`src/logic/uhi_pkg.sv`:
```
// Constants, types and field layouts of the handshake interrupt output block
package uhi_pkg;

  // ==========================================================================
  // Register map
  localparam logic [7:0] ADDR_CFG   = 8'h10;
  localparam logic [7:0] ADDR_MASK  = 8'h18;
  localparam logic [7:0] ADDR_STAT  = 8'h1C;
  localparam logic [7:0] ADDR_GEN   = 8'h20;

  // ==========================================================================
  // Field values and reset values
  localparam logic [1:0] FLT_ALL    = 2'h0;
  localparam logic [1:0] FLT_ACK    = 2'h1;
  localparam logic [1:0] FLT_RESET  = 2'h3;
  localparam int         FLT_FIRST  = 1;
  localparam logic [7:0] BYTE_ZERO  = 8'h00;

  // Status and mask bit positions
  localparam int         NUM_SRC    = 3;
  localparam int         SRC_CTRL   = 0;
  localparam int         SRC_IN     = 1;
  localparam int         SRC_OUT    = 2;
  localparam int         NUM_EP     = 8;

  // ==========================================================================
  // Pulse timing
  localparam int         PULSE_NS   = 60;
  localparam int         CLK_NS     = 20;
  localparam int         PULSE_CYC  = (PULSE_NS + CLK_NS - 1) / CLK_NS;
  localparam int         CNT_W      = 3;

  // ==========================================================================
  // Types
  typedef enum logic [1:0] {HS_ACK, HS_NAK, HS_NYET, HS_NONE} uhi_hs_kind_e;
  typedef enum logic [1:0] {TOK_SETUP, TOK_IN, TOK_OUT, TOK_OTHER} uhi_token_e;

  typedef struct packed {
    logic [1:0] ctrl_ep_irq_filter;
    logic [1:0] in_ep_irq_filter;
    logic [1:0] out_ep_irq_filter;
    logic       irq_pulse_select;
    logic       irq_active_high;
  } uhi_cfg_s;

  typedef struct packed {
    logic         valid;
    uhi_token_e   token;
    uhi_hs_kind_e kind;
    logic [2:0]   ep;
  } uhi_hs_s;

  localparam uhi_cfg_s CFG_RESET = '{FLT_RESET, FLT_RESET, FLT_RESET, 1'b0, 1'b0};

endpackage : uhi_pkg

```
`src/logic/uhi_pulse_gen.sv`:
```
// Fixed-width pulse generator for the pulsed interrupt mode
`timescale 1ns/10ps
module uhi_pulse_gen (
  input  wire logic sys_clk,
  input  wire logic rst_n,
  input  wire logic trigger,
  output logic      busy
);

  typedef enum logic {PG_IDLE, PG_ACTIVE} uhi_pg_state_e;

  localparam logic [uhi_pkg::CNT_W-1:0] CNT_LOAD = uhi_pkg::CNT_W'(uhi_pkg::PULSE_CYC - 1);
  localparam logic [uhi_pkg::CNT_W-1:0] CNT_ZERO = 3'h0;
  localparam logic [uhi_pkg::CNT_W-1:0] CNT_ONE  = 3'h1;

  uhi_pg_state_e                 state_r;
  logic [uhi_pkg::CNT_W-1:0]     cnt_r;

  // ==========================================================================
  // Pulse state
  always_ff @(posedge sys_clk or negedge rst_n) begin
    if (!rst_n) begin
      state_r <= PG_IDLE;
      cnt_r   <= CNT_ZERO;
    end else begin
      case (state_r)
        PG_IDLE: begin
          if (trigger) begin
            state_r <= PG_ACTIVE;
            cnt_r   <= CNT_LOAD;
          end
        end
        PG_ACTIVE: begin
          if (cnt_r == CNT_ZERO) begin
            state_r <= PG_IDLE;
          end else begin
            cnt_r <= cnt_r - CNT_ONE;
          end
        end
        default: begin
          state_r <= PG_IDLE;
          cnt_r   <= CNT_ZERO;
        end
      endcase
    end
  end

  assign busy = (state_r == PG_ACTIVE);

endmodule : uhi_pulse_gen

```
`src/logic/uhi_irq_ctrl.sv`:
```
// Handshake interrupt output controller with register port
//
// The implementer's own choice: the strobed register port.
`timescale 1ns/10ps
module uhi_irq_ctrl (
  input  wire logic            sys_clk,
  input  wire logic            rst_n,
  input  wire uhi_pkg::uhi_hs_s hs_evt,
  input  wire logic            usb_bus_reset,
  input  wire logic [7:0]      reg_addr,
  input  wire logic [7:0]      reg_wdata,
  input  wire logic            reg_wr,
  input  wire logic            reg_rd,
  output logic [7:0]           reg_rdata,
  output logic                 int_pin
);

  // ==========================================================================
  // Declarations
  uhi_pkg::uhi_cfg_s                 cfg_r;
  logic [uhi_pkg::NUM_SRC-1:0]       mask_r;
  logic [uhi_pkg::NUM_SRC-1:0]       stat_r;
  logic                              irq_global_enable_r;
  logic [uhi_pkg::NUM_EP-1:0]        armed_r;
  logic [7:0]                        rdata_r;
  logic                              int_pin_r;

  logic [uhi_pkg::NUM_SRC-1:0]       evt_vec;
  logic [uhi_pkg::NUM_SRC-1:0]       stat_clr;
  logic                              is_ack;
  logic                              is_nak;
  logic                              is_nyet;
  logic                              first_nak;
  logic                              ep_zero;
  logic                              pending;
  logic                              pulse_trig;
  logic                              pulse_busy;
  logic                              asserted;
  logic                              wr_cfg;
  logic                              wr_mask;
  logic                              wr_gen;
  logic                              rd_stat;

  // ==========================================================================
  // Handshake decode
  assign is_ack    = hs_evt.valid && (hs_evt.kind == uhi_pkg::HS_ACK);
  assign is_nak    = hs_evt.valid && (hs_evt.kind == uhi_pkg::HS_NAK);
  assign is_nyet   = hs_evt.valid && (hs_evt.kind == uhi_pkg::HS_NYET);
  assign ep_zero   = (hs_evt.ep == 3'h0);
  assign first_nak = is_nak && armed_r[hs_evt.ep];

  // Filter decision per field value
  function automatic logic flt_pass(
    input logic [1:0] flt,
    input logic       ack,
    input logic       nak,
    input logic       nyet,
    input logic       first,
    input logic       nyet_ok
  );
    logic nak_ok;
    nak_ok = (flt == uhi_pkg::FLT_ALL) || (flt[uhi_pkg::FLT_FIRST] && first);
    flt_pass = ack || (nyet && nyet_ok) || (nak && nak_ok);
  endfunction : flt_pass

  // ==========================================================================
  // Event sources
  always_comb begin
    evt_vec = '0;
    if (ep_zero) begin
      evt_vec[uhi_pkg::SRC_CTRL] = flt_pass(cfg_r.ctrl_ep_irq_filter, is_ack, is_nak,
                                            1'b0, first_nak, 1'b0);
    end else if (hs_evt.token == uhi_pkg::TOK_IN) begin
      evt_vec[uhi_pkg::SRC_IN] = flt_pass(cfg_r.in_ep_irq_filter, is_ack, is_nak,
                                          1'b0, first_nak, 1'b0);
    end else if (hs_evt.token == uhi_pkg::TOK_OUT) begin
      evt_vec[uhi_pkg::SRC_OUT] = flt_pass(cfg_r.out_ep_irq_filter, is_ack, is_nak,
                                           is_nyet, first_nak, 1'b1);
    end
  end

  // ==========================================================================
  // First NAK tracking per endpoint
  genvar g;
  generate
    for (g = 0; g < uhi_pkg::NUM_EP; g++) begin : g_arm
      logic hit;
      assign hit = hs_evt.valid && (hs_evt.ep == 3'(g));
      always_ff @(posedge sys_clk or negedge rst_n) begin
        if (!rst_n) begin
          armed_r[g] <= 1'b0;
        end else if (usb_bus_reset) begin
          armed_r[g] <= 1'b0;
        end else if (hit && is_ack && (hs_evt.token == uhi_pkg::TOK_SETUP)) begin
          armed_r[g] <= 1'b1;
        end else if (hit && is_nak) begin
          armed_r[g] <= 1'b0;
        end
      end
    end
  endgenerate

  // ==========================================================================
  // Register port decode
  assign wr_cfg  = reg_wr && (reg_addr == uhi_pkg::ADDR_CFG);
  assign wr_mask = reg_wr && (reg_addr == uhi_pkg::ADDR_MASK);
  assign wr_gen  = reg_wr && (reg_addr == uhi_pkg::ADDR_GEN);
  assign rd_stat = reg_rd && (reg_addr == uhi_pkg::ADDR_STAT);

  // Configuration register
  always_ff @(posedge sys_clk or negedge rst_n) begin
    if (!rst_n) begin
      cfg_r <= uhi_pkg::CFG_RESET;
    end else if (wr_cfg) begin
      cfg_r <= uhi_pkg::uhi_cfg_s'(reg_wdata);
    end else if (usb_bus_reset) begin
      cfg_r.ctrl_ep_irq_filter <= uhi_pkg::FLT_RESET;
      cfg_r.in_ep_irq_filter   <= uhi_pkg::FLT_RESET;
      cfg_r.out_ep_irq_filter  <= uhi_pkg::FLT_RESET;
    end
  end

  // Mask register
  always_ff @(posedge sys_clk or negedge rst_n) begin
    if (!rst_n) begin
      mask_r <= '0;
    end else if (wr_mask) begin
      mask_r <= reg_wdata[uhi_pkg::NUM_SRC-1:0];
    end
  end

  // Global enable
  always_ff @(posedge sys_clk or negedge rst_n) begin
    if (!rst_n) begin
      irq_global_enable_r <= 1'b0;
    end else if (wr_gen) begin
      irq_global_enable_r <= reg_wdata[0];
    end
  end

  // Sticky status, cleared by a read; a new event wins over the clear
  assign stat_clr = rd_stat ? stat_r : '0;

  always_ff @(posedge sys_clk or negedge rst_n) begin
    if (!rst_n) begin
      stat_r <= '0;
    end else begin
      stat_r <= (stat_r & ~stat_clr) | evt_vec;
    end
  end

  // Read data, one cycle after the strobe
  always_ff @(posedge sys_clk or negedge rst_n) begin
    if (!rst_n) begin
      rdata_r <= uhi_pkg::BYTE_ZERO;
    end else if (reg_rd) begin
      case (reg_addr)
        uhi_pkg::ADDR_CFG:  rdata_r <= cfg_r;
        uhi_pkg::ADDR_MASK: rdata_r <= {5'h00, mask_r};
        uhi_pkg::ADDR_STAT: rdata_r <= {5'h00, stat_r};
        uhi_pkg::ADDR_GEN:  rdata_r <= {7'h00, irq_global_enable_r};
        default:            rdata_r <= uhi_pkg::BYTE_ZERO;
      endcase
    end else begin
      rdata_r <= uhi_pkg::BYTE_ZERO;
    end
  end

  assign reg_rdata = rdata_r;

  // ==========================================================================
  // Interrupt output
  assign pending    = irq_global_enable_r && |(stat_r & mask_r);
  assign pulse_trig = irq_global_enable_r && cfg_r.irq_pulse_select
                      && |(evt_vec & mask_r);

  uhi_pulse_gen u_pulse (
    .sys_clk (sys_clk),
    .rst_n   (rst_n),
    .trigger (pulse_trig),
    .busy    (pulse_busy)
  );

  assign asserted = cfg_r.irq_pulse_select ? pulse_busy : pending;

  always_ff @(posedge sys_clk or negedge rst_n) begin
    if (!rst_n) begin
      int_pin_r <= 1'b1;
    end else begin
      int_pin_r <= cfg_r.irq_active_high ? asserted : !asserted;
    end
  end

  assign int_pin = int_pin_r;
endmodule : uhi_irq_ctrl

```
`config.mk`:
```
export PLATFORM = sky130hd
export DESIGN_NAME = uhi_irq_ctrl
export DESIGN_NICKNAME = d
export VERILOG_FILES = /design/src/logic/uhi_pkg.sv /design/src/logic/uhi_pulse_gen.sv /design/src/logic/uhi_irq_ctrl.sv
export SDC_FILE = /design/constraint.sdc
export NUM_CORES = 1
export LEC_CHECK = 0
export BUFFER_PORTS_ARGS = -buffer_cell sky130_fd_sc_hd__buf_2
export CAP_MARGIN = 20
export CORE_ASPECT_RATIO = 0.7
export CORE_MARGIN = 2
export CORE_UTILIZATION = 35
export CTS_CLUSTER_DIAMETER = 40
export DETAILED_ROUTE_END_ITERATION = 12
export PLACE_DENSITY = 0.62
export SYNTH_ARGS = -nofsm -noshare
export SYNTH_HDL_FRONTEND = slang
export SYNTH_SLANG_ARGS = --single-unit
```
`constraint.sdc`:
```
create_clock -name sys_clk -period 2.1 [get_ports sys_clk]
set_input_delay 0.42 -clock sys_clk [delete_from_list [all_inputs] [get_ports sys_clk]]
set_output_delay 0.42 -clock sys_clk [all_outputs]
set_load 0.005 [all_outputs]
```
======== After elaboration in Yosys (flattened, before gate mapping) ========
Cells that the tools add are included.
storage, ports and cells
  register bits ........................... 36
  input port bits ......................... 29
  output and inout bits ................... 9
  word-level logic and storage cells ...... 165
operators by class
  add/sub/neg operators ................... 1
  magnitude comparators ................... 1
  equality and inequality tests ........... 17
  mux-type cells .......................... 44
  bitwise gates (word level) .............. 6
  reductions and logical operators ........ 76
operator list
  cell                  count
  $logic_and A1 B1 Y1   49
  $mux W1               33
  $pmux W8 S4           1
  $eq A8 B5 Y1 const B  3
  $reduce_bool A3 Y1    8
  $eq A3 B3 Y1 const B  4
  $mux W6               2
  $logic_not A2 Y1      5
  $and A3 B3 Y3         3
  $mux W3               3
  $eq A8 B6 Y1 const B  1
  $mux W8               1
  $logic_or A1 B1 Y1    7
  $eq A3 B2 Y1 const B  2
  $logic_not A3 Y1      2
  $pmux W3 S2           1
  $reduce_or A3 Y1      2
  $eq A2 B1 Y1 const B  2
  $eq A2 B2 Y1 const B  2
  $lt A3 B4 Y1 const B  1
  $ne A2 B2 Y1 const B  2
  $bmux W1 S3           1
  $eq A3 B1 Y1 const B  1
  $not A3 Y3            1
  other kinds (8)       8

======== Longest topological paths before layout ========
Gate-level depths: netlist of the first run.
  depth in word-level cells ............... 15
  mapped depth ............................ 7
  gate-level depth less buffers ........... 7

======== Hierarchy ========
Synthesis of the first run repeated with hierarchy kept, for this count alone.
unflattened totals
  cells, all modules ...................... 176
  area total of the unflattened synthesis .. 1826.8 um2
by module, submodules not included
  module         times used  cells an instance  area each (um2)  seq. area each (um2)
  uhi_irq_ctrl   1           156                1624.1           809.5
  uhi_pulse_gen  1           20                 202.7            100.1

======== Worst setup path before layout of the first run ========
Ideal clock, no wire load.
  path type ............................... input to register
  from .................................... input hs_evt[2] (netlist name)
  to ...................................... register u_pulse.cnt_r[1] (netlist name)
  library setup time ...................... 0.140 ns
  arrival ................................. 1.776 ns
  data required time ...................... 1.960 ns
  path slack .............................. 0.183 ns
  cell stages on the path ................. 6
  buffers on the path ..................... 1
  cells stage by stage .................... buf_2 or3_1 mux2i_1 a22o_1 a221oi_2 o211ai_1
on the way
  cells in the longest elaborated chain, start to end .. 15
  elaborated cells on any way between the ends .. 26
  those cells by class .................... 1 x eq/ne; 7 x mux; 1 x bitwise; 17 x reduce/logical
RTL lines
  what                                    RTL line             text
  start: declaration                      uhi_irq_ctrl.sv:8    input wire uhi_pkg::uhi_hs_s hs_evt,
  $bmux W1 S3                             uhi_irq_ctrl.sv:50   assign first_nak = is_nak && armed_r[hs_evt.ep];
  $mux W1 (implied by the code)           uhi_irq_ctrl.sv:50
  $logic_and A1 B1 Y1                     uhi_irq_ctrl.sv:50
  $logic_and A1 B1 Y1                     uhi_irq_ctrl.sv:62   nak_ok = (flt == uhi_pkg::FLT_ALL) || (flt[uhi_pkg::FLT_FIRST] && first);
  $logic_or A1 B1 Y1                      uhi_irq_ctrl.sv:62
  $logic_and A1 B1 Y1                     uhi_irq_ctrl.sv:63   flt_pass = ack || (nyet && nyet_ok) || (nak && nak_ok);
  $logic_or A1 B1 Y1                      uhi_irq_ctrl.sv:63
  $mux W1                                 uhi_irq_ctrl.sv:76   end else if (hs_evt.token == uhi_pkg::TOK_OUT) begin
  $mux W1                                 uhi_irq_ctrl.sv:73   end else if (hs_evt.token == uhi_pkg::TOK_IN) begin
  $mux W2                                 uhi_irq_ctrl.sv:70   if (ep_zero) begin
  $and A3 B3 Y3 (*)                       uhi_irq_ctrl.sv:175  && |(evt_vec & mask_r);
  $reduce_or A3 Y1 (*)                    uhi_irq_ctrl.sv:175
  $logic_and A1 B1 Y1 (*)                 uhi_irq_ctrl.sv:175
  $ne A2 B2 Y1 (no source line) (*)       n/a
  $reduce_and A2 Y1 (no source line) (*)  n/a
  end signal: assignment                  uhi_pulse_gen.sv:37  cnt_r <= cnt_r - CNT_ONE;
  end: declaration                        uhi_pulse_gen.sv:17  logic [uhi_pkg::CNT_W-1:0] cnt_r;
Every way passes the cells marked *; elsewhere a longest branch is shown, timed or not. The select of a mux whose other input is x is not followed.
A chain may end at the register's enable or synchronous reset.

======== Final worst setup path of the first run ========
  from .................................... register armed_r[0] (netlist name)
  to ...................................... register u_pulse.cnt_r[1] (netlist name)
on the way
  cells in the longest elaborated chain, start to end .. 15
  elaborated cells on any way between the ends .. 25
  those cells by class .................... 1 x eq/ne; 7 x mux; 1 x bitwise; 16 x reduce/logical
RTL lines
  what                                    RTL line             text
  start: declaration                      uhi_irq_ctrl.sv:24   logic [uhi_pkg::NUM_EP-1:0] armed_r;
  start signal: indexed assignment        uhi_irq_ctrl.sv:91   armed_r[g] <= 1'b0;
  start signal: indexed assignment        uhi_irq_ctrl.sv:93   armed_r[g] <= 1'b0;
  start signal: indexed assignment        uhi_irq_ctrl.sv:95   armed_r[g] <= 1'b1;
  $bmux W1 S3 (*)                         uhi_irq_ctrl.sv:50
  $mux W1 (implied by the code) (*)       uhi_irq_ctrl.sv:50
  $logic_and A1 B1 Y1 (*)                 uhi_irq_ctrl.sv:50
  $logic_and A1 B1 Y1                     uhi_irq_ctrl.sv:62
  $logic_or A1 B1 Y1                      uhi_irq_ctrl.sv:62
  $logic_and A1 B1 Y1                     uhi_irq_ctrl.sv:63
  $logic_or A1 B1 Y1                      uhi_irq_ctrl.sv:63
  $mux W1                                 uhi_irq_ctrl.sv:76
  $mux W1                                 uhi_irq_ctrl.sv:73
  $mux W2                                 uhi_irq_ctrl.sv:70
  $and A3 B3 Y3 (*)                       uhi_irq_ctrl.sv:175
  $reduce_or A3 Y1 (*)                    uhi_irq_ctrl.sv:175
  $logic_and A1 B1 Y1 (*)                 uhi_irq_ctrl.sv:175
  $ne A2 B2 Y1 (no source line) (*)       n/a
  $reduce_and A2 Y1 (no source line) (*)  n/a
Marked as above.

==> results of run 1 <==
## sequential cells by signal (all words and copies together), names as in the netlist
signal,cells
int_pin,1
u_pulse.cnt_r,3
armed_r,8
cfg_r,8
stat_r,3
irq_global_enable_r,1
u_pulse.busy,1
mask_r,3
reg_rdata,8
## through the flow
step	power, mW	util [%]	area [um^2]	worst slack (ns)
floorplan	0.8085	-	1901	0.1832
global placement	0.8838	41.84	2188	0.1297
detailed placement	0.8828	41.84	2188	0.09707
CTS	1.485	43.90	2296	0.2502
global route	1.538	43.90	2296	0.1677
finish	1.469	43.90	2296	0.2479
## power by group through the flow
stage / Sequential (mW) / Combinational, mW / Clock, mW
5_1_grt: 0.734 / 0.154 / 0.651
6_report: 0.732 / 0.137 / 0.600
3_5_place_dp: 0.745 / 0.138 / 0
4_1_cts: 0.732 / 0.138 / 0.615
2_1_floorplan: 0.738 / 0.0702 / 0
3_3_place_gp: 0.745 / 0.139 / 0
## layout by cell type, fill, tap and decap left out, types with 4 or more instances in the layout
master	netlist	layout
mux2_2	5	5
buf_2	2	37
dfstp_2	7	7
and3_2	5	5
nor2b_1	5	5
clkbuf_8	0	5
buf_4	1	7
a22oi_1	4	4
inv_1	4	4
a21oi_1	15	15
dfrtp_1	29	29
nand2_1	19	19
nor2_1	16	16
o21ai_0	15	15
nand2b_1	5	5
mux2i_1	6	6
nand4_1	4	4
## layer usage
| layer | routed length [um] | track usage [%] | vias up |
|---|---|---|---|
| met1 | 2196 | 23.48 | 722 |
| met2 | 1665 | 20.86 | 56 |
| met4 | 44 | 3.545 | 0 |
| met5 | 0 | 0 | - |
| li1 | - | - | 773 |
| met3 | 339 | 4.817 | 6 |
## worst max-delay path, stage by stage, from the launching register on
cell	delay, ns
dfrtp_1	0.39
nor2b_1	0.13
a2111oi_0	0.39
and4b_1	0.30
a221oi_2	0.37
o211ai_1	0.14
## how the worst min path moves through the flow
stage / startpoint / end / slack, ns / cells past startpoint
5_1_grt: rst_n / mask_r[0] / 0.27 / 1
3_3_place_gp: cfg_r[0] / int_pin / 0.48 / 1
6_report: rst_n / irq_global_enable_r / 0.21 / 1
2_1_floorplan: rst_n / armed_r[0] / 0.12 / 0
3_5_place_dp: cfg_r[0] / int_pin / 0.48 / 1
4_1_cts: rst_n / armed_r[6] / 0.24 / 1
## cell families after synthesis
group / share of synthesized area (%)
mux: 7.702
compound gates: 14.15
fa+ha+maj: 1.316
simple gates: 25.15
flops: 47.86
buf+inv: 2.896
xor+xnor: 0.9218
## layout make-up
cell class                 count  area (um^2)
fill                         539         2934
multi-input combinational    142        935.9
sequential                    36        909.6
timing repair buffer          44        237.7
tap                           72        90.09
clock buffer                   6        72.57
clock inverter                 2        35.03
inverter                       4        15.01
==> key figures, run 1 <==
Worst setup path
  – CP startpoint kind: flop
  – Worst Setup SP: armed_r[0]
  – FF-to-FF End: u_pulse.cnt_r[1]
  – CP Capture Point: u_pulse.cnt_r[1]
  – WS Path Type: reg -> reg
  – R2r startpoint: armed_r[0]
  – Crit end category: flop
  – CP arrival: 2.01 ns
  – R2R depth: 5
  – Flop2flop setup slack: 0.25 ns
  – CP max FO: 4
  – WP data required: 2.25 ns

Synthesis
  – Post-Syn Area: 1901 um^2
  – Most common cell in the netlist: dfrtp_1
  – Cell taking the most area after synthesis: dfrtp_1
  – Syn avg cell area: 10.06 um^2
  – Synth Instances: 189
  – Asr flop ratio synth: 100.0%
  – Ys Warns: 0
  – Post-synth EDFFs: 0
  – Most frequent cells after synthesis: 29 x dfrtp_1, 19 x nand2_1, 16 x nor2_1
  – Seq cells post-synth: 36
  – Post-synthesis sequential area ratio: 47.86%
  – Syn Nets: 220
  – Library cells used by synthesis: 48
  – Dominant cells by area after synthesis: dfrtp_1 38%, dfstp_2 9.7%, a21oi_1 3.9%
  – Prevailing post-synth register cell: dfrtp_1
  – Post-synth top area share: 38.18%

Cells and area
  – Share of layout cells above drive strength 1: 32.91%
  – Final Instance Count excl. Fillers: 306
  – P&R area growth vs syn: 20.80%
  – Ant diodes: 0
  – Nets@finish: 264

Routing
  – Drt first-iter violations: 106
  – Via density per instance: 5.088
  – Detailed-route via count: 1557
  – Post-route ant nets: 0
  – Routed len/inst: 13.87 um
  – Final WL: 4.245 mm
  – DRC: 0
  – First-pass DRT Iterations: 4

Clocking
  – Clock root buffer: clkbuf_8
  – Max clock buf depth: 2
  – Setup Fix Bufs, Post-CTS: 0
  – Hold Buf Count CTS: 0
  – Worst-path clk slew: 0.07 ns
  – TritonCTS Buffers: 5
  – H-tree levels: 2
  – TritonCTS clock tree: yes
  – Clock Sink Count: 36
  – Insertion delay to the later sink of the worst-skew pair: 0.29 ns
  – Post_cts resized: 0

Floorplan
  – # rows: 22
  – Die Area: 6045 um^2
  – Die Y: 65.66 um
  – Die Wd: 92.08 um
  – Ports: 38
  – Starting Density: 36.34%
  – Core Area: 5230 um^2

Power and ir drop
  – Int Pwr: 1.126 mW
  – Power share of the clock group: 40.8%
  – Switching Power: 0.3424 mW
  – Peak VDD IR: 0.0002358 V
  – Leak: 1.065 nW
  – Power Dens Cells: 639.7 nW/um^2
  – Reg power frac: 49.9%
  – Sw Share: 23.31%
  – Combinational power share: 9.3%

Timing
  – Worst Tran Pin Value: 0.7803 ns
  – Hold WS: 0.2062 ns
  – Max Fclk: 539.9 MHz
  – RSZ-0062 raised after global routing: false
  – Setup_tns: 0 ns
  – Post-layout minimum cycle time: 1.852 ns
  – Final Hold Violating Endpoints: 0
  – Slew headroom: 47.98%
  – Fin crit share: 88.20%
  – Final setup vio count: 0
  – Max-slew violations: 0
  – Clock skew: 0.01113 ns

Place
  – Buffers on Ports: 37
  – GP Congestion: 0.8592
  – Inst Count DP: 298
  – HPWL Detailed: 3.234 mm

GRT
  – Total gr overflow: 0
  – Vias in the first global route: 1469
  – Number of antenna violations at the first check in global routing: 0
  – Largest net degree at the start of global routing: 37
  – Global-route wire length before repair: 7.169 mm
  – Gr usage total: 15.37%

Run
  – Max-Cap Viols: 0

Run status
  – Status: complete, no violations

Worst hold path
  – HP Class: in -> async
(Power assumes the default switching activity.)
==> run 2, diff against run 1 <==
Settings changed: PLACE_DENSITY 0.62 to 0.66.
==> key figures, run 2 (same netlist as run 1, synthesis figures left out) <==
Run status
  – Status: complete, no violations

Floorplan
  – Die Wd: 92.08 um (unchanged)
  – Die Y: 65.66 um (unchanged)
  – # rows: 22 (unchanged)
  – Die Area: 6045 um^2 (unchanged)
  – Ports: 38 (unchanged)
  – Starting Density: 36.34% (unchanged)
  – Core Area: 5230 um^2 (unchanged)

Routing
  – First-pass DRT Iterations: 4 (unchanged)
  – Post-route ant nets: 0 (unchanged)
  – Final WL: 4.394 mm (+3.5%)
  – Detailed-route via count: 1596 (+2.5%)
  – Drt first-iter violations: 104 (-1.9%)
  – Via density per instance: 5.216 (+2.5%)
  – Routed len/inst: 14.36 um (+3.5%)
  – DRC: 0 (unchanged)

Worst setup path
  – Cell family with most CP delay: compound AO/OA/AOI/OAI gates
  – Worst path bufs/invs: 0 (unchanged)
  – WP data required: 2.25 ns (about the same)
  – Crit end category: flop
  – Critical-path cell list: nor2b_1, a2111oi_0, and4b_1, a221oi_2, o211ai_1
  – Critical-path top delay cell: dfrtp_1
  – CP max FO: 4 (unchanged)
  – WS Path Type: reg -> reg
  – CP arrival: 1.99 ns (-0.02 ns)
  – Worst path max stage delay: 0.38 ns (about the same)
  – CP startpoint kind: flop

Clocking
  – Hold Buf Count CTS: 0 (unchanged)
  – Insertion delay to the later sink of the worst-skew pair: 0.29 ns (about the same)
  – TritonCTS clock tree: yes
  – Setup Fix Bufs, Post-CTS: 0 (unchanged)
  – H-tree levels: 2 (unchanged)
  – Max clock buf depth: 2 (unchanged)
  – TritonCTS Buffers: 5 (unchanged)
  – Clock root buffer: clkbuf_8
  – Clock Sink Count: 36 (unchanged)
  – Post_cts resized: 0 (unchanged)
  – Worst-path clk slew: 0.07 ns (about the same)

Power and ir drop
  – Leak: 1.056 nW (-0.91%)
  – Tot Pwr: 1.375 mW (-6.4%)
  – Peak VDD IR: 0.0002444 V (+3.6%)
  – Power Dens Cells: 603.6 nW/um^2 (-5.6%)

Cells and area
  – Nets@finish: 264 (unchanged)
  – Commonest non-fill, non-tap cells in the layout: 37 x buf_2, 29 x dfrtp_1, 19 x nand2_1
  – Fillers: 509 (-5.6%)
  – Commonest non-fill, non-tap cell in the layout: buf_2
  – Ant diodes: 0 (unchanged)
  – Share of layout cells above drive strength 1: 32.48% (-0.43 points)
  – P&R area growth vs syn: 19.88%
  – Finished Cell Area: 2278 um^2 (-0.76%)

Timing
  – Final Hold Violating Endpoints: 0 (unchanged)
  – Slew headroom: 47.51% (-0.47 points)
  – RSZ-0062 raised after global routing: false
  – Max Fclk: 542.7 MHz (+0.52%)
  – Post-layout minimum cycle time: 1.842 ns (-0.009650 ns)
  – Fin crit share: 87.74% (-0.46 points)
  – Final setup vio count: 0 (unchanged)
  – Setup_tns: 0 ns (unchanged)
  – Clock skew: 0.002201 ns (-0.008932 ns)
  – Worst Tran Pin Value: 0.7873 ns (+0.007034 ns)
  – Max-slew violations: 0 (unchanged)

Place
  – Buffers on Ports: 37 (unchanged)
  – HPWL Detailed: 3.264 mm (+0.95%)
  – DP Area: 2188 um^2 (unchanged)
  – GP Congestion: 0.8262 (-3.8%)

GRT
  – Largest net degree at the start of global routing: 37 (unchanged)
  – Number of antenna violations at the first check in global routing: 0 (unchanged)
  – Gr usage total: 15.85% (+0.48 points)
  – Global-route wire length before repair: 7.396 mm (+3.2%)
  – Total gr overflow: 0 (unchanged)
  – Vias in the first global route: 1513 (+3.0%)

Worst hold path
  – HP Class: in -> async

Run
  – Max-Cap Viols: 0 (unchanged)
run 2: metal layers:
layer,up-vias,share of wire (%),wire (um),global-route usage [%]
li1,769,-,-,-
met1,765,51,2230,23.41
met2,60,41,1815,22.70
met3,2,7.5,329,4.243
met4,0,0.41,18,4.478
met5,-,0,0,0
run 2: per-stage QoR:
stage	setup WS, ns	util (%)	hold slack [ns]	std cells
floorplan	0.1832	-	0.1244	189
global placement	0.09003	41.84	0.4662	298
detailed placement	0.07575	41.84	0.4611	298
CTS	0.2228	43.56	0.2471	306
global route	0.06000	43.56	0.2854	306
finish	0.2575	43.56	0.2094	306
run 2: power by group:
group | leakage, nW | total [mW] | switching [mW] | internal [mW]
registers | 0.466 | 0.734 | 0.0200 | 0.714
logic | 0.544 | 0.138 | 0.0770 | 0.0605
clock network | 0.0455 | 0.504 | 0.237 | 0.267
total | 1.06 | 1.38 | 0.334 | 1.04
run 2: path summary, 6_finish.rpt:
path,from,to,slack [ns],cells past startpoint
worst max register to register,armed_r[0],u_pulse.cnt_r[1],0.26,5
worst min register to register,cfg_r[0],int_pin,0.46,1
worst min-delay path,rst_n,reg_rdata[0],0.21,1
max in group asynchronous,rst_n,u_pulse.cnt_r[2],1.39,1
worst max-delay path,armed_r[0],u_pulse.cnt_r[1],0.26,5
min in group sys_clk,reg_wdata[5],cfg_r[5],0.36,3
run 2: final cells by class:
class | count | area, um^2 | area share, %
repair buffers | 44 | 237.7 | 10.43
clock buffers | 8 | 90.09 | 3.954
multi-input cells | 142 | 935.9 | 41.08
flip-flops and latches | 36 | 909.6 | 39.92
well taps | 72 | 90.09 | 3.954
inverters | 4 | 15.01 | 0.6590
==> run 3, diff against run 2 <==
Settings changed: CORE_MARGIN 2 to 1.5.
==> key figures, run 3 (same netlist as run 1, synthesis figures left out) <==
GRT
  – Largest net degree at the start of global routing: 37 (unchanged)
  – Global-route wire length before repair: 7.134 mm (-3.5%)
  – Vias in the first global route: 1478 (-2.3%)
  – Gr usage total: 15.66% (-0.19 points)
  – Total gr overflow: 0 (unchanged)
  – Number of antenna violations at the first check in global routing: 0 (unchanged)

Clocking
  – H-tree levels: 2 (unchanged)
  – Worst-path clk slew: 0.07 ns (about the same)
  – TritonCTS Buffers: 5 (unchanged)
  – Clock Sink Count: 36 (unchanged)
  – Post_cts resized: 0 (unchanged)
  – Max clock buf depth: 2 (unchanged)
  – Setup Fix Bufs, Post-CTS: 0 (unchanged)
  – TritonCTS clock tree: yes
  – Hold Buf Count CTS: 0 (unchanged)
  – Clock root buffer: clkbuf_8
  – Insertion delay to the later sink of the worst-skew pair: 0.29 ns (about the same)

Cells and area
  – Ant diodes: 0 (unchanged)
  – Share of layout cells above drive strength 1: 33.19% (+0.71 points)
  – Fillers: 519 (+2.0%)
  – P&R area growth vs syn: 20.47%
  – Finished Cell Area: 2290 um^2 (+0.49%)
  – Commonest non-fill, non-tap cell in the layout: buf_2
  – Nets@finish: 265 (+0.38%)
  – Final Instance Count excl. Fillers: 307 (+0.33%)
  – Commonest non-fill, non-tap cells in the layout: 37 x buf_2, 29 x dfrtp_1, 19 x nand2_1

Timing
  – Hold WS: 0.2015 ns (-0.007856 ns)
  – Slew headroom: 47.66% (+0.14 points)
  – Worst Tran Pin Value: 0.7851 ns (-0.002168 ns)
  – RSZ-0062 raised after global routing: false
  – Setup_tns: 0 ns (unchanged)
  – Post-layout minimum cycle time: 1.776 ns (-0.06603 ns)
  – Clock skew: 0.009858 ns (+0.007657 ns)
  – Fin crit share: 84.59% (-3.1 points)
  – Max Fclk: 562.9 MHz (+3.7%)
  – Final setup vio count: 0 (unchanged)
  – Final Hold Violating Endpoints: 0 (unchanged)
  – Max-slew violations: 0 (unchanged)

Floorplan
  – Core Area: 5230 um^2 (unchanged)
  – Ports: 38 (unchanged)
  – Die Area: 5888 um^2 (-2.6%)
  – Starting Density: 36.34% (unchanged)
  – # rows: 22 (unchanged)
  – Die Y: 64.66 um (-1.5%)
  – Die Wd: 91.08 um (-1.1%)

Worst setup path
  – WP data required: 2.27 ns (+0.02 ns)
  – CP startpoint kind: flop
  – Worst path bufs/invs: 0 (unchanged)
  – R2r startpoint: armed_r[0]
  – Crit end category: flop
  – Flop2flop setup slack: 0.32 ns (+0.07 ns)
  – CP max FO: 4 (unchanged)
  – Critical-path cell list: nor2b_1, a2111oi_0, and4b_1, a221oi_2, o211ai_1
  – Worst path max stage delay: 0.38 ns (about the same)
  – Cell family with most CP delay: compound AO/OA/AOI/OAI gates
  – CP arrival: 1.94 ns (-0.05 ns)
  – WS Path Type: reg -> reg
  – Worst Setup SP: armed_r[0]
  – Critical-path top delay cell: dfrtp_1

Routing
  – Detailed-route via count: 1582 (-0.88%)
  – Final WL: 4.282 mm (-2.5%)
  – First-pass DRT Iterations: 4 (unchanged)
  – DRC: 0 (unchanged)
  – Via density per instance: 5.153 (-1.2%)
  – Drt first-iter violations: 142 (+37%)
  – Routed len/inst: 13.95 um (-2.9%)
  – Post-route ant nets: 0 (unchanged)

Place
  – GP Congestion: 0.8816 (+6.7%)
  – Inst Count DP: 299 (+0.34%)
  – HPWL Detailed: 3.253 mm (-0.34%)
  – DP Area: 2196 um^2 (+0.34%)
  – Buffers on Ports: 37 (unchanged)

Worst hold path
  – HP Class: in -> async

Power and ir drop
  – Peak VDD IR: 0.0002640 V (+8.0%)
  – Leak: 1.059 nW (+0.36%)
  – Power Dens Cells: 605.5 nW/um^2 (+0.31%)

Run
  – Max-Cap Viols: 0 (unchanged)

Run status
  – Status: complete, no violations
[run 3: path summary, 6_finish.rpt]
| path | endpoint | cells past startpoint |
|---|---|---|
| setup reg to reg | u_pulse.cnt_r[1] | 5 |
| hold / removal | reg_rdata[1] | 1 |
| min in group sys_clk | cfg_r[5] | 3 |
| setup / recovery | u_pulse.cnt_r[1] | 5 |
| hold reg to reg | int_pin | 1 |
| max in group asynchronous | armed_r[4] | 1 |
[run 3: cell type report]
cell class / count / area (um^2) / area share [%]
Multi-Input combinational cell: 142 / 935.9 / 40.87
Clock inverter: 1 / 7.507 / 0.3279
Tap cell: 72 / 90.09 / 3.934
Timing Repair Buffer: 45 / 245.2 / 10.71
Sequential cell: 36 / 909.6 / 39.73
Inverter: 4 / 15.01 / 0.6557
Clock buffer: 7 / 86.33 / 3.770
[run 3: power by group]
group	switching [mW]	internal [mW]
registers	0.0189	0.714
clock network	0.248	0.266
logic	0.0780	0.0617
[run 3: per-stage QoR]
step	setup slack, ns	utilization (%)	power, mW
floorplan	0.1832	-	0.8085
global placement	0.1369	41.99	0.8819
detailed placement	0.09079	41.99	0.8838
CTS	0.3092	43.78	1.404
global route	0.1072	43.78	1.453
finish	0.3235	43.78	1.386
[run 3: routing by layer]
metal / global-route usage (%) / share of wire [%] / vias to the layer above / wire [um]
li1: - / - / 778 / -
met1: 23.83 / 52 / 747 / 2234
met2: 21.27 / 39 / 51 / 1690
met3: 4.108 / 7.1 / 6 / 304
met4: 4.688 / 1.2 / 0 / 53
met5: 0 / 0 / - / 0
[run 3: worst reg2reg max path: cells and delay by family (launching register included)]
kind | cells | cell delay, ns
AOI/OAI and AO/OA | 3 | 0.84
DFF | 1 | 0.38
and+or+nand+nor | 2 | 0.44
